$ cat config.mk
export PLATFORM = sky130hd
export DESIGN_NAME = drc_refresh_ctrl
export DESIGN_NICKNAME = d
export VERILOG_FILES = /design/src/drc_pkg.sv /design/src/drc_refresh_ctrl.sv
export SDC_FILE = /design/constraint.sdc
export NUM_CORES = 1
export LEC_CHECK = 0
export BUFFER_PORTS_ARGS = -buffer_cell sky130_fd_sc_hd__buf_2
export CORE_ASPECT_RATIO = 2
export CORE_MARGIN = 1
export CORE_UTILIZATION = 50
export DETAILED_ROUTE_END_ITERATION = 10
export PLACE_DENSITY = 0.88
export SYNTH_ARGS = -nofsm -noshare
export SYNTH_HDL_FRONTEND = slang
export SYNTH_SLANG_ARGS = --single-unit
$ cat constraint.sdc
create_clock -name hclk -period 2.83 [get_ports hclk]
set_clock_uncertainty 0.2 [all_clocks]
set_input_delay 0.1415 -clock hclk [delete_from_list [all_inputs] [get_ports hclk]]
set_output_delay 0.1415 -clock hclk [all_outputs]
set_load 0.05 [all_outputs]
$ cat src/drc_pkg.sv
//==========================================================
// Notes on behaviour
// - Column-address field codes 000 to 011 select 8 to 11 column bits.
// - Memory width bit sets DRAM data width: 0 is 16, 1 is 32 bits.
// - Refresh happens only while refresh enable is 1; reset value is 0.
// - With refresh enabled, writing refresh kind one enters self-refresh once no SDRAM access is in progress.
// - Normal refresh issues a refresh on every interval timer request.
// - A request arriving during an external access waits until it completes.
// - Self-refresh requested during an SDRAM access starts when that access ends.
// - Timer refresh requests are ignored while in self-refresh.
// - Upper eight bits of timer control/status read 0; software writes 0.
// - Match flag sets when interval counter equals interval constant.
// - Match flag clears only by writing 0 after reading it as 1.
// - Match interrupt raised only while match interrupt enable is 1.
// - Divider select 000 stops counting; others divide by 4 up to 4096.
// - Burst count field gives 1, 2, 4, 6 or 8 refreshes per request.
// - Counter clears on match and wraps to zero after 255.
// - Request held until served; an unserved one is dropped at next match.
// - Interrupt stays until flag cleared; clearing keeps pending refresh.
//==========================================================
package drc_pkg;
  // Register byte offsets
  localparam logic [3:0] OFS_MEMORY_CONTROL = 4'h0;
  localparam logic [3:0] OFS_TIMER_CTRL = 4'h4;
  localparam logic [3:0] OFS_COUNTER = 4'h8;
  localparam logic [3:0] OFS_CONSTANT = 4'hC;
  localparam logic [15:0] RESET_VALUE = 16'h0000;
  // Memory control bit positions
  localparam int MC_COL_HI = 7;
  localparam int MC_WIDTH = 6;
  localparam int MC_COL_MID = 5;
  localparam int MC_COL_LO = 4;
  localparam int MC_REFRESH_EN = 3;
  localparam int MC_REFRESH_KIND = 2;
  // Timer control/status bit positions
  localparam int TS_MATCH_FLAG = 7;
  localparam int TS_MATCH_IRQ_EN = 6;
  localparam int TS_DIV_LO = 3;
  localparam int TS_BURST_LO = 0;
  localparam int PRESC_W = 12;
  localparam logic [7:0] CNT_MAX = 8'hFF;
  localparam logic [3:0] COL_BASE = 4'h8;
  // AHB encodings
  localparam logic [1:0] HTRANS_NONSEQ = 2'h2;
  localparam logic [31:0] RDATA_ZERO = 32'h0000_0000;

  typedef struct packed {
    logic [2:0] col_addr_width_sel;
    logic memory_width_sel;
    logic refresh_enable_bit;
    logic refresh_kind_sel;
  } drc_mem_ctrl_t;

  typedef struct packed {
    logic match_flag;
    logic match_irq_enable;
    logic [2:0] timer_clock_div_sel;
    logic [2:0] refresh_burst_count;
  } drc_timer_ctrl_t;

  typedef struct packed {
    logic [3:0] col_bits;
    logic bus_is_32;
  } drc_geometry_t;
endpackage : drc_pkg

$ cat src/drc_refresh_ctrl.sv
`timescale 1ns/1ps
module drc_refresh_ctrl
  import drc_pkg::*;
(
  input wire logic hclk, // Bus clock
  input wire logic hresetn, // Async reset, low
  input wire logic hsel, // Slave select
  input wire logic [31:0] haddr, // Address
  input wire logic [1:0] htrans, // Transfer type
  input wire logic hwrite, // Write
  input wire logic [2:0] hsize, // Size
  input wire logic [31:0] hwdata, // Write data
  input wire logic hready, // Bus ready
  output logic hreadyout, // Slave ready
  output logic hresp, // Always OKAY
  output logic [31:0] hrdata, // Read data
  input wire logic ext_access_busy, // External access in progress
  input wire logic sdram_access_busy, // SDRAM access in progress
  output logic refresh_strobe, // One refresh per pulse
  output logic self_refresh, // Self-refresh level
  output logic match_irq, // Match interrupt request
  output drc_geometry_t geometry // Column bits and bus width
);
  //==========================================================
  // Helpers
  function automatic logic [PRESC_W-1:0] div_mask(input logic [2:0] sel);
    case (sel)
      3'h1: div_mask = 12'h003;
      3'h2: div_mask = 12'h00F;
      3'h3: div_mask = 12'h03F;
      3'h4: div_mask = 12'h0FF;
      3'h5: div_mask = 12'h3FF;
      3'h6: div_mask = 12'h7FF;
      default: div_mask = 12'hFFF;
    endcase
  endfunction : div_mask

  function automatic logic [3:0] burst_len(input logic [2:0] code);
    case (code)
      3'h0: burst_len = 4'h1;
      3'h1: burst_len = 4'h2;
      3'h2: burst_len = 4'h4;
      3'h3: burst_len = 4'h6;
      default: burst_len = 4'h8;
    endcase
  endfunction : burst_len

  //==========================================================
  // Bus slave
  drc_mem_ctrl_t mc;
  drc_timer_ctrl_t ts;
  logic [7:0] counter;
  logic [7:0] constant;
  logic dp_write;
  logic [3:0] dp_addr;
  logic clear_armed;
  logic [PRESC_W-1:0] presc;
  logic tick;
  logic match;
  logic pending;
  logic [3:0] burst_left;
  logic wr_mc;
  logic wr_ts;
  logic wr_cnt;
  logic wr_const;
  logic ap_take;
  logic [15:0] rd_word;

  assign ap_take = hsel && hready && htrans == HTRANS_NONSEQ;
  assign wr_mc = dp_write && dp_addr == OFS_MEMORY_CONTROL;
  assign wr_ts = dp_write && dp_addr == OFS_TIMER_CTRL;
  assign wr_cnt = dp_write && dp_addr == OFS_COUNTER;
  assign wr_const = dp_write && dp_addr == OFS_CONSTANT;

  // Read mux, reserved bits zero
  always_comb
  begin
    case (haddr[3:0])
      OFS_MEMORY_CONTROL: rd_word = {8'h00, mc.col_addr_width_sel[2], mc.memory_width_sel,
        mc.col_addr_width_sel[1:0], mc.refresh_enable_bit, mc.refresh_kind_sel, 2'h0};
      OFS_TIMER_CTRL: rd_word = {8'h00, ts};
      OFS_COUNTER: rd_word = {8'h00, counter};
      OFS_CONSTANT: rd_word = {8'h00, constant};
      default: rd_word = RESET_VALUE;
    endcase
  end

  // Address phase capture, read data prepared early
  always_ff @(posedge hclk or negedge hresetn)
  begin
    if (!hresetn)
    begin
      dp_write <= 1'b0;
      dp_addr <= OFS_MEMORY_CONTROL;
      hrdata <= RDATA_ZERO;
    end
    else
    begin
      dp_write <= ap_take && hwrite;
      dp_addr <= haddr[3:0];
      if (ap_take && !hwrite)
        hrdata <= {16'h0000, rd_word};
    end
  end

  // Zero-wait OKAY slave
  always_ff @(posedge hclk or negedge hresetn)
  begin
    if (!hresetn)
    begin
      hreadyout <= 1'b0;
      hresp <= 1'b0;
    end
    else
    begin
      hreadyout <= 1'b1;
      hresp <= 1'b0;
    end
  end

  //==========================================================
  // Memory control register
  always_ff @(posedge hclk or negedge hresetn)
  begin
    if (!hresetn)
      mc <= '0;
    else if (wr_mc)
    begin
      mc.col_addr_width_sel <= {hwdata[MC_COL_HI], hwdata[MC_COL_MID], hwdata[MC_COL_LO]};
      mc.memory_width_sel <= hwdata[MC_WIDTH];
      mc.refresh_enable_bit <= hwdata[MC_REFRESH_EN];
      mc.refresh_kind_sel <= hwdata[MC_REFRESH_KIND];
    end
  end

  // Geometry outputs
  always_ff @(posedge hclk or negedge hresetn)
  begin
    if (!hresetn)
      geometry <= '0;
    else
    begin
      geometry.col_bits <= COL_BASE + {2'h0, mc.col_addr_width_sel[1:0]};
      geometry.bus_is_32 <= mc.memory_width_sel;
    end
  end

  //==========================================================
  // Timer control/status, flag set wins over clear
  always_ff @(posedge hclk or negedge hresetn)
  begin
    if (!hresetn)
      ts <= '0;
    else
    begin
      if (wr_ts)
      begin
        ts.match_irq_enable <= hwdata[TS_MATCH_IRQ_EN];
        ts.timer_clock_div_sel <= hwdata[TS_DIV_LO +: 3];
        ts.refresh_burst_count <= hwdata[TS_BURST_LO +: 3];
      end
      if (match)
        ts.match_flag <= 1'b1;
      else if (wr_ts && clear_armed && !hwdata[TS_MATCH_FLAG])
        ts.match_flag <= 1'b0;
    end
  end

  // Read of a set flag arms the clear
  always_ff @(posedge hclk or negedge hresetn)
  begin
    if (!hresetn)
      clear_armed <= 1'b0;
    else if (ap_take && !hwrite && haddr[3:0] == OFS_TIMER_CTRL && ts.match_flag)
      clear_armed <= 1'b1;
    else if (wr_ts || !ts.match_flag)
      clear_armed <= 1'b0;
  end

  // Interrupt follows flag and enable
  always_ff @(posedge hclk or negedge hresetn)
  begin
    if (!hresetn)
      match_irq <= 1'b0;
    else
      match_irq <= ts.match_flag && ts.match_irq_enable;
  end

  //==========================================================
  // Prescaler
  always_ff @(posedge hclk or negedge hresetn)
  begin
    if (!hresetn)
      presc <= '0;
    else
      presc <= presc + 12'h001;
  end

  assign tick = ts.timer_clock_div_sel != 3'h0 &&
    (presc & div_mask(ts.timer_clock_div_sel)) == div_mask(ts.timer_clock_div_sel);
  assign match = tick && counter == constant;

  // Interval counter and constant
  always_ff @(posedge hclk or negedge hresetn)
  begin
    if (!hresetn)
      counter <= '0;
    else if (wr_cnt)
      counter <= hwdata[7:0];
    else if (match)
      counter <= '0;
    else if (tick)
      counter <= (counter == CNT_MAX) ? 8'h00 : counter + 8'h01;
  end

  always_ff @(posedge hclk or negedge hresetn)
  begin
    if (!hresetn)
      constant <= '0;
    else if (wr_const)
      constant <= hwdata[7:0];
  end

  //==========================================================
  // Refresh request and burst issue
  always_ff @(posedge hclk or negedge hresetn)
  begin
    if (!hresetn)
    begin
      pending <= 1'b0;
      burst_left <= '0;
      refresh_strobe <= 1'b0;
    end
    else
    begin
      refresh_strobe <= 1'b0;
      // Kind bit set stops normal refresh, so no strobe meets self-refresh entry
      if (!mc.refresh_enable_bit || mc.refresh_kind_sel || self_refresh)
      begin
        pending <= 1'b0;
        burst_left <= '0;
      end
      else if (match && !mc.refresh_kind_sel)
      begin
        pending <= 1'b1;
        burst_left <= burst_len(ts.refresh_burst_count);
      end
      else if (pending && !ext_access_busy)
      begin
        refresh_strobe <= 1'b1;
        burst_left <= burst_left - 4'h1;
        if (burst_left == 4'h1)
          pending <= 1'b0;
      end
    end
  end

  // Self-refresh entry waits for SDRAM access to end
  always_ff @(posedge hclk or negedge hresetn)
  begin
    if (!hresetn)
      self_refresh <= 1'b0;
    else
      self_refresh <= mc.refresh_enable_bit && mc.refresh_kind_sel &&
        (self_refresh || !sdram_access_busy);
  end

  //==========================================================
  // Assertions
  property p_no_refresh_disabled;
    @(posedge hclk) disable iff (!hresetn)
    !mc.refresh_enable_bit |=> !refresh_strobe;
  endproperty
  a_no_refresh_disabled: assert property (p_no_refresh_disabled)
    else $error("refresh while disabled");

  property p_self_entry;
    @(posedge hclk) disable iff (!hresetn)
    mc.refresh_enable_bit && mc.refresh_kind_sel && !sdram_access_busy |=> self_refresh;
  endproperty
  a_self_entry: assert property (p_self_entry)
    else $error("self-refresh not entered");

  property p_wait_sdram;
    @(posedge hclk) disable iff (!hresetn)
    !self_refresh && sdram_access_busy |=> !self_refresh;
  endproperty
  a_wait_sdram: assert property (p_wait_sdram)
    else $error("self-refresh during SDRAM access");

  property p_hold_ext;
    @(posedge hclk) disable iff (!hresetn)
    ext_access_busy |=> !refresh_strobe;
  endproperty
  a_hold_ext: assert property (p_hold_ext)
    else $error("refresh during external access");

  property p_ignore_self;
    @(posedge hclk) disable iff (!hresetn)
    self_refresh |=> !refresh_strobe;
  endproperty
  a_ignore_self: assert property (p_ignore_self)
    else $error("refresh while in self-refresh");

  property p_flag_set;
    @(posedge hclk) disable iff (!hresetn)
    tick && counter == constant |=> ts.match_flag && (counter == 8'h00 || $past(wr_cnt));
  endproperty
  a_flag_set: assert property (p_flag_set)
    else $error("match did not set flag");

  property p_flag_clear;
    @(posedge hclk) disable iff (!hresetn)
    $fell(ts.match_flag) |-> $past(wr_ts) && $past(clear_armed);
  endproperty
  a_flag_clear: assert property (p_flag_clear)
    else $error("flag cleared without read");

  property p_irq;
    @(posedge hclk) disable iff (!hresetn)
    match_irq |-> $past(ts.match_flag) && $past(ts.match_irq_enable);
  endproperty
  a_irq: assert property (p_irq)
    else $error("interrupt without enable");

  property p_frozen;
    @(posedge hclk) disable iff (!hresetn)
    ts.timer_clock_div_sel == 3'h0 && !wr_cnt |=> $stable(counter);
  endproperty
  a_frozen: assert property (p_frozen)
    else $error("counter moved while stopped");

  property p_burst_one;
    @(posedge hclk) disable iff (!hresetn)
    match && mc.refresh_enable_bit && !mc.refresh_kind_sel && !self_refresh
      && ts.refresh_burst_count == 3'h0 && !ext_access_busy
      ##1 !ext_access_busy && mc.refresh_enable_bit && !mc.refresh_kind_sel && !match
      |=> refresh_strobe ##1 !refresh_strobe;
  endproperty
  a_burst_one: assert property (p_burst_one)
    else $error("single refresh burst wrong");

  property p_upper_zero;
    @(posedge hclk) disable iff (!hresetn)
    hrdata[31:8] == 24'h00_0000;
  endproperty
  a_upper_zero: assert property (p_upper_zero)
    else $error("upper bits not zero");

  c_match: cover property (@(posedge hclk) disable iff (!hresetn) match);
  c_strobe: cover property (@(posedge hclk) disable iff (!hresetn) refresh_strobe ##1 refresh_strobe);
  c_self: cover property (@(posedge hclk) disable iff (!hresetn) $rose(self_refresh));
  c_irq: cover property (@(posedge hclk) disable iff (!hresetn) $fell(match_irq));
endmodule : drc_refresh_ctrl

==> results by group, run 1 <==
Setup path
  – Crit path buf inv count: 0
  – Critical path capture point type: flip-flop
  – Crit-path cells: xnor2_1 -> nand4_1 -> nor2_1 -> nand2_1 -> or3_1 -> a21oi_1
  – Worst R2R End: burst_left[3]
  – Setup crit start kind: flip-flop
  – Reg2Reg Launch Point: counter[6]
  – Worst-path fanout max: 7
  – Reg2Reg Setup Slack: 330 ps
  – CP required: 2880 ps
  – Cells on worst reg2reg path: 6
  – Delay-heaviest family, CP: simple AND/OR/NAND/NOR gates
  – CP max stage delay: 440 ps
  – Worst path slowest cell: dfrtp_1
  – Crit Path Class: flip-flop to flip-flop
  – Worst EP arrival: 2540 ps

Synthesis
  – Mapped Cells: 298
  – Mean area per synthesized cell: 11.6 sq um
  – Distinct cell type count after synthesis: 51
  – Area of the mapped netlist: 3450 sq um
  – Synth warn: 0
  – Top cell type by total area after synthesis: dfrtp_1
  – EDFF count, synth: 0
  – Top post-synthesis cells by area: dfrtp_1 49%, mux2_2 7.2%, buf_4 6.1%
  – Fraction of registers with async set/reset: 1.00
  – Post-synth top area share: 0.494
  – Top_reg_cell synth: dfrtp_1
  – Sequential area share after synthesis: 0.494
  – #FFs+latches synth: 68

Clocking
  – Post-CTS Resized: 0
  – Sink Count: 68
  – Clock tree buffer depth: 2
  – Clock Tree Root: clkbuf_16
  – Clk Latency, worst-skew pair: 330 ps
  – CTS H-tree depth: 3
  – TritonCTS clock tree: built
  – Clock transition at path regs: 50 ps
  – Total CTS buffers: 9

Routing
  – Routed length per placed instance: 16.1 um
  – Vias per cell: 5.49
  – Post-route ant nets: 0
  – Initial DRC count: 106
  – Vias: 2475
  – Drt drc: 0
  – Drt total wl: 7280 um
  – Initial DRT Pass Iterations: 4

Cells and area
  – Most frequent cells in the layout: 68 x dfrtp_1, 36 x buf_2, 27 x conb_1
  – Most common cell after layout, fill and taps aside: dfrtp_1
  – Final Cell Area: 4130 sq um
  – FILL cells: 539
  – Antenna Cells: 0
  – Share of cells above drive strength 1: 0.259
  – P&R area growth vs syn: 19.9%
  – Post-route insts no fill: 451
  – Final nets: 440

GRT
  – Total GRT Usage: 0.227
  – Largest net degree at the start of global routing: 69
  – Antenna violations before repair: 0
  – Global routing usage on met1: 0.247
  – Grt met2 use: 0.389
  – Vias in the first global route: 2551
  – Global route hottest layer: met2
  – GRT Residual Overflow: 0
  – First-pass GRT wire length: 11900 um
  – Met3 layer usage reported by global route: 0.0565

Worst hold path
  – Worst hold start: mc[4]
  – Hold worst-path end: geometry[2]
  – HP Class: flip-flop to flip-flop
  – Worst hold stages: 0

Floorplan
  – Die ar.: 7250 sq um
  – Die Wd: 60.7 um
  – Die Ht: 119 um
  – Starting Density: 0.521
  – Core area: 6620 sq um
  – Boundary Pins: 118
  – Rows: 42

STA
  – RSZ-0062 raised after global routing: no
  – Slew HR: 0.437
  – Hold Vio Cnt, Final: 0
  – Final Cycle Share: 0.883
  – F_max: 0.400 GHz
  – Minimum clock period: 2500 ps
  – Final setup vio count: 0
  – Setup TNS: 0 ps
  – Slew Limit Fails: 0
  – Slew @ Worst Pin: 844 ps

Power
  – Tot Pwr: 2600 uW
  – P_leak: 0.00196 uW
  – Logic pwr share: 0.138
  – Pwr dens: 630 nW/um^2
  – Internal cell power: 1930 uW
  – Clk pwr share: 0.437
  – Switching share of total power: 0.258
  – VDD IR max: 0.524 mV
  – Flop pwr share: 0.425
  – NetSw: 673 uW

Run
  – Number of max-cap violations: 0

Placement
  – Placed wire-length estimate: 5130 um
  – Placed Cells: 420
  – Count of input and output buffers: 36
  – Final GP Congestion: 0.925
  – Placed instance area: 3650 sq um

Status
  – Outcome: finished, final reports clean
flip-flops by register name, indices dropped and copies added, names as in the netlist, 4 cells and up:
name        count
presc          12
dp_addr         4
constant        8
counter         8
burst_left      4
mc              6
hrdata          8
geometry        4
ts              8
worst register-to-register path: stages, from the launching register on:
cell and delay (ps):
dfrtp_1 440, xnor2_1 300, nand4_1 230, nor2_1 410, nand2_1 300, or3_1 380
a21oi_1 170
synthesized netlist by cell type (all sizes together) (2+ instances only):
master and n:
nor3b 3, o21ai 8, clkbuf 6, o31ai 2, a31oi 3, nand2 18, or3 2, o21a 2
inv 7, nand2b 2, and4 4, o41ai 3, nor2b 3, and2 2, xor2 7, a21boi 3
nand4 5, and3 6, nor3 4, dfrtp 68, conb 2, mux2 22, nor2 14, a21oi 8
ha 4, a22o 10, buf 28, xnor2 15, nand3 11, a211oi 4, nand3b 5, mux4 6
power groups by stage:
stage	combinational, uW	clock [uW]	sequential [uW]
2_1_floorplan	257	0	1140
3_3_place_gp	331	0	1120
3_5_place_dp	342	0	1120
4_1_cts	361	1160	1100
5_1_grt	387	1200	1110
6_report	360	1140	1110
logic make-up after synthesis:
logic type | synth area share
AO/OA/AOI/OAI | 0.109
AND/OR/NAND/NOR | 0.135
adder cells (fa/ha/maj) | 0.0145
flip-flops | 0.494
other | 0.00218
XOR/XNOR | 0.0559
multiplexers | 0.114
buffers and inverters | 0.0751
area by class of cell:
cell class              count  area (sq um)  area share
flip-flops and latches     68          1700       0.412
multi-input cells         214          1580       0.382
repair buffers             60           403      0.0975
clock buffers              13           280      0.0678
well taps                  88           110      0.0267
clock inverters             1          30.0     0.00727
inverters                   7          26.3     0.00636
timing repair:
item                                   4_1_cts  5_1_grt
endpoints found under the hold margin      105        0
setup buffers                                0        0
hold buffers                                17        0
layer usage:
layer	wire length (um)	vias up
met2	4100	98
met1	2640	1214
li1	-	1149
met4	223	0
met3	324	14
met5	0	-
through the flow:
stage / utilization / hold WS, ps / setup WS [ps]
after floorplan: - / -354 / 692
after global placement: 0.551 / 67.2 / 468
after detailed placement: 0.551 / 73.3 / 404
after CTS: 0.624 / 209 / 376
after global routing: 0.624 / 218 / 207
final: 0.624 / 204 / 330
worst max-delay path by stage:
stage	to	start	cells after the start	slack (ps)
2_1_floorplan	counter[3]	presc[2]	7	690
4_1_cts	burst_left[2]	counter[6]	7	380
3_5_place_dp	burst_left[3]	counter[6]	6	400
3_3_place_gp	burst_left[3]	presc[0]	6	470
6_report	burst_left[3]	counter[6]	6	330
5_1_grt	burst_left[3]	counter[6]	6	210
(Power assumes the default switching activity.)
==> inputs of run 2 (changes only) <==
BUFFER_PORTS_ARGS = -buffer_cell sky130_fd_sc_hd__buf_4   (was -buffer_cell sky130_fd_sc_hd__buf_2)
==> run 2 against run 1 <==
Against the previous run: via count rose by 0.24%; utilization increased by 0.85 points; power fell by 3.2%; highest routed layer unchanged; critical path depth grew 1; clock-buffer cell count is 1 lower; fmax rose by 2.1%; routed wire length down 1.7%; die area unchanged; first-iteration DRC count fell by 16%.
==> results by group, run 2 (synthesized netlist as in run 1, its figures left out) <==
Clocking
  – Cts hold-fix bufs: 17 (unchanged)
  – Clk Latency, worst-skew pair: 340 ps (about the same)
  – Post-CTS setup buffer count: 0 (unchanged)
  – Clock tree buffer depth: 2 (unchanged)
  – Total CTS buffers: 9 (unchanged)
  – Clock transition at path regs: 50 ps (about the same)
  – Post-CTS Resized: 0 (unchanged)
  – Clock Tree Root: clkbuf_16
  – Sink Count: 68 (unchanged)
  – TritonCTS clock tree: built
  – CTS H-tree depth: 3 (unchanged)

GRT
  – Vias in the first global route: 2513 (-1.5%)
  – First-pass GRT wire length: 11700 um (-1.6%)
  – Met3 layer usage reported by global route: 0.0445 (-0.0119)
  – Global routing usage on met1: 0.246 (-0.000532)
  – Largest net degree at the start of global routing: 69 (unchanged)
  – Global route hottest layer: met2
  – Grt met2 use: 0.376 (-0.0137)
  – GRT Residual Overflow: 0 (unchanged)
  – Antenna violations before repair: 0 (unchanged)
  – Total GRT Usage: 0.227 (about the same)

Setup path
  – Setup crit start kind: flip-flop
  – Worst path slowest cell: o41ai_2
  – Delay-heaviest family, CP: compound AO/OA/AOI/OAI gates
  – Critical path capture point type: flip-flop
  – Worst EP arrival: 2480 ps (-60 ps)
  – Worst-path fanout max: 10 (+3)
  – CP max stage delay: 460 ps (+20 ps)
  – Crit-path cells: ha_1 -> nand4_4 -> o41ai_2 -> buf_4 -> and2_4 -> o21ai_1 -> a211oi_1
  – Crit path buf inv count: 1 (+1)
  – Crit Path Class: flip-flop to flip-flop
  – Reg2Reg Setup Slack: 380 ps (+50 ps)
  – CP required: 2860 ps (-20 ps)

STA
  – Worst hold margin: 205 ps (+1.62 ps)
  – RSZ-0062 raised after global routing: no
  – Hold Vio Cnt, Final: 0 (unchanged)
  – Slew @ Worst Pin: 841 ps (-2.70 ps)
  – Slew HR: 0.439 (+0.00180)
  – Worst Slack Setup Final: 382 ps (+51.4 ps)
  – Slew Limit Fails: 0 (unchanged)
  – Final setup vio count: 0 (unchanged)
  – F_max: 0.408 GHz (+2.1%)
  – Minimum clock period: 2450 ps (-51.4 ps)
  – Final Cycle Share: 0.865 (-0.0181)
  – Setup TNS: 0 ps (unchanged)

Placement
  – Placed wire-length estimate: 5030 um (-1.9%)
  – Pre-CTS WS: 405 ps (+0.441 ps)
  – Final GP Congestion: 0.904 (-2.3%)
  – Count of input and output buffers: 36 (unchanged)

Routing
  – Drt total wl: 7160 um (-1.7%)
  – Vias: 2481 (+0.24%)
  – Initial DRC count: 89 (-16%)
  – Vias per cell: 5.50 (+0.24%)
  – Initial DRT Pass Iterations: 4 (unchanged)
  – Post-route ant nets: 0 (unchanged)
  – Drt drc: 0 (unchanged)
  – Routed length per placed instance: 15.9 um (-1.7%)

Cells and area
  – Largest register FFs: 12 (unchanged)
  – Most common cell after layout, fill and taps aside: dfrtp_1
  – Final core utilization: 0.632 (+0.00850)
  – Most frequent cells in the layout: 68 x dfrtp_1, 43 x buf_4, 27 x conb_1
  – Final nets: 440 (unchanged)
  – Share of cells above drive strength 1: 0.259 (unchanged)
  – Area of the multi-input gates: 1580 sq um (unchanged)
  – Register area: 1700 sq um (unchanged)
  – FILL cells: 550 (+2.0%)
  – Antenna Cells: 0 (unchanged)
  – Top reg by flops: presc
  – P&R area growth vs syn: 21.5%

Status
  – Outcome: finished, final reports clean

Power
  – P_leak: 0.00197 uW (+0.28%)
  – Tot Pwr: 2520 uW (-3.2%)
  – Pwr dens: 602 nW/um^2 (-4.5%)
  – VDD IR max: 0.419 mV (-20%)

Floorplan
  – Die ar.: 7250 sq um (unchanged)
  – Rows: 42 (unchanged)
  – Boundary Pins: 118 (unchanged)
  – Die Wd: 60.7 um (unchanged)
  – Die Ht: 119 um (unchanged)
  – Starting Density: 0.521 (unchanged)
  – Core area: 6620 sq um (unchanged)

Run
  – Number of max-cap violations: 0 (unchanged)

Worst hold path
  – HP Class: flip-flop to flip-flop
==> run 2: cell types whose count changed in the layout (fill, tap and decap cells not counted), sizes merged <==
cell and delta:
bufinv -1, clkbuf -1, clkinv +2
==> run 2: metrics by stage <==
stage                     instances  cell area [sq um]
after CTS                       451               4190
after floorplan                 323               3540
after detailed placement        420               3740
after global routing            451               4190
after global placement          420               3740
final                           451               4190
==> run 2: final cells by class <==
cell class | instances | area share
sequential | 68 | 0.406
multi-input combinational | 214 | 0.377
timing repair buffer | 60 | 0.118
clock buffer | 12 | 0.0636
tap | 88 | 0.0263
inverter | 7 | 0.00627
clock inverter | 2 | 0.00239
==> run 2: worst register-to-register path: cells and delay by family (launching register included) <==
kind | cells | cell delay, ps
flip-flops | 1 | 400
adder cells (fa/ha/maj) | 1 | 320
AO/OA/AOI/OAI | 3 | 810
buffers and inverters | 1 | 250
AND/OR/NAND/NOR | 2 | 370
==> run 2: final timing paths <==
| path | startpoint | endpoint | cells past startpoint |
|---|---|---|---|
| worst max-delay path | presc[0] | burst_left[0] | 7 |
| worst min-delay path | mc[2] | geometry[0] | 0 |
| worst max register to register | presc[0] | burst_left[0] | 7 |
| worst min register to register | mc[2] | geometry[0] | 0 |
| max in group asynchronous | hresetn | geometry[2] | 2 |
| min in group asynchronous | hresetn | presc[0] | 2 |
==> run 2: metal layers <==
| layer | wire length (um) | up-vias |
|---|---|---|
| li1 | - | 1145 |
| met1 | 2560 | 1205 |
| met2 | 3870 | 101 |
| met3 | 375 | 30 |
| met4 | 349 | 0 |
| met5 | 0 | - |
==> run 2: where the power goes <==
| group | switching [uW] | internal (uW) | total, uW | leakage, uW |
|---|---|---|---|---|
| Clock | 389 | 650 | 1040 | 0.000140 |
| Sequential | 79.0 | 1030 | 1110 | 0.000874 |
| Combinational | 225 | 148 | 372 | 0.000954 |
==> inputs of run 3 (changes only) <==
clock period = 2.3 ns   (was 2.83 ns; I/O delays follow)
==> run 3 against run 2 <==
Against the previous run: utilization up 2.8 points; largest cell class unchanged; sequential power up 23%; routed wire length up 3.7%; critical path type unchanged; cell count up 4.2%; fmax up 11%; non-clock buffer count up 17; clock power up 38%; critical path depth unchanged; flip-flop and latch count unchanged; worst setup slack worse by 280 ps; via count up 4.6%; sequential share of layout area down 1.7 points.
==> results by group, run 3 (synthesized netlist as in run 1, its figures left out) <==
Cells and area
  – Largest register FFs: 12 (unchanged)
  – Post-route insts no fill: 470 (+4.2%)
  – P&R area growth vs syn: 26.9%
  – Top reg by flops: presc
  – Most common cell after layout, fill and taps aside: dfrtp_1
  – Share of cells above drive strength 1: 0.298 (+0.0395)
  – Most frequent cells in the layout: 68 x dfrtp_1, 59 x buf_4, 27 x conb_1
  – Antenna Cells: 0 (unchanged)
  – Final nets: 457 (+3.9%)

Clocking
  – TritonCTS clock tree: built
  – Total CTS buffers: 9 (unchanged)
  – Sink Count: 68 (unchanged)
  – Clock transition at path regs: 50 ps (about the same)
  – CTS H-tree depth: 3 (unchanged)
  – Clock Tree Root: clkbuf_16
  – Clock tree buffer depth: 2 (unchanged)
  – Clk Latency, worst-skew pair: 340 ps (about the same)

Setup path
  – Critical path capture point type: flip-flop
  – Setup crit start kind: flip-flop
  – Worst EP arrival: 2250 ps (-230 ps)
  – CP required: 2360 ps (-500 ps)
  – Crit Path Class: flip-flop to flip-flop
  – Worst-path fanout max: 4 (-6)

Run
  – Number of max-cap violations: 0 (unchanged)

GRT
  – Vias in the first global route: 2623 (+4.4%)
  – GRT Residual Overflow: 0 (unchanged)
  – Total GRT Usage: 0.231 (+0.00345)
  – First-pass GRT wire length: 12100 um (+2.7%)
  – Largest net degree at the start of global routing: 69 (unchanged)
  – Antenna violations before repair: 0 (unchanged)

STA
  – Minimum clock period: 2200 ps (-251 ps)
  – RSZ-0062 raised after global routing: no
  – Final setup vio count: 0 (unchanged)
  – Setup TNS: 0 ps (unchanged)
  – Slew Limit Fails: 0 (unchanged)
  – Final Cycle Share: 0.955 (+0.0904)
  – Slew @ Worst Pin: 851 ps (+9.54 ps)
  – Slew HR: 0.433 (-0.00636)
  – Hold Vio Cnt, Final: 0 (unchanged)
  – F_max: 0.455 GHz (+11%)

Routing
  – Drt drc: 0 (unchanged)
  – Post-route ant nets: 0 (unchanged)
  – Drt total wl: 7420 um (+3.7%)
  – Vias per cell: 5.52 (+0.33%)
  – Routed length per placed instance: 15.8 um (-0.53%)
  – Initial DRT Pass Iterations: 4 (unchanged)
  – Initial DRC count: 96 (+7.9%)
  – Vias: 2594 (+4.6%)

Status
  – Outcome: finished, final reports clean

Placement
  – Final GP Congestion: 0.888 (-1.8%)
  – Count of input and output buffers: 36 (unchanged)
  – Placed Cells: 434 (+3.3%)
  – Placed wire-length estimate: 5180 um (+3.0%)

Power
  – Pwr dens: 750 nW/um^2 (+25%)
  – VDD IR max: 0.534 mV (+27%)
  – P_leak: 0.00208 uW (+5.5%)

Worst hold path
  – HP Class: input pin to flip-flop

Floorplan
  – Starting Density: 0.521 (unchanged)
  – Die Wd: 60.7 um (unchanged)
  – Die Ht: 119 um (unchanged)
  – Boundary Pins: 118 (unchanged)
  – Rows: 42 (unchanged)
  – Die ar.: 7250 sq um (unchanged)
  – Core area: 6620 sq um (unchanged)
## run 3: cell types whose count changed in the layout (fill, tap and decap cells not counted)
cell / before / now
clkbuf_8: 3 / 4
buf_6: 0 / 1
o41ai_2: 1 / 2
clkinvlp_4: 0 / 1
o41ai_1: 2 / 1
clkinv_2: 2 / 1
bufinv_16: 0 / 1
buf_4: 43 / 59
## run 3: layer usage
layer | track usage | vias up | part of all wire
met3 | 0.0586 | 28 | 0.040
li1 | - | 1189 | -
met5 | 0 | - | 0
met4 | 0.125 | 0 | 0.042
met1 | 0.251 | 1289 | 0.37
met2 | 0.390 | 88 | 0.54
## run 3: critical path, cell delays in order (launching register included)
cell and delay (ps):
dfrtp_1 360, and4_4 270, nand4_4 120, buf_6 150, o31ai_4 250, nand2_2 90, or4_1 510, a31oi_1 170
## run 3: power by group
group / switching, uW / total [uW] / internal, uW
Clock: 487 / 1440 / 954
Sequential: 88.6 / 1360 / 1270
Combinational: 290 / 481 / 191
## run 3: per-stage QoR
| stage | power (uW) | area, sq um | setup slack (ps) | utilization | hold WS (ps) |
|---|---|---|---|---|---|
| global placement | 1810 | 3850 | 62.0 | 0.581 | 33.7 |
| finish | 3280 | 4370 | 102 | 0.660 | 128 |
| floorplan | 1710 | 3540 | 162 | - | -381 |
| global route | 3390 | 4370 | 13.0 | 0.660 | 142 |
| detailed placement | 1830 | 3850 | 59.6 | 0.581 | 40.0 |
| CTS | 3290 | 4340 | 25.6 | 0.655 | 111 |
## run 3: timing repair
item                                    CTS  global route
buffers inserted                          0             3
endpoints found under the hold margin   106             0
gates resized for setup                   0             2
endpoints found under the setup margin    0             4
hold buffers                             17             0
## run 3: layout make-up
class	instances	area, sq um
Clock buffer	13	280
Clock inverter	3	42.5
Fill cell	514	2250
Inverter	7	26.3
Multi-Input combinational cell	214	1590
Sequential cell	68	1700
Tap cell	88	110
Timing Repair Buffer	77	624
## run 3: path summary, 6_finish.rpt
| check | startpoint | end | slack, ps | cells past startpoint |
|---|---|---|---|---|
| max in group asynchronous | hresetn | ts[7] | 1120 | 2 |
| min in group asynchronous | hresetn | presc[10] | 220 | 2 |
| max reg2reg | presc[5] | counter[4] | 100 | 7 |
| max | presc[5] | counter[4] | 100 | 7 |
| min | hwrite | hrdata[7] | 130 | 4 |
| min reg2reg | mc[3] | geometry[1] | 210 | 0 |
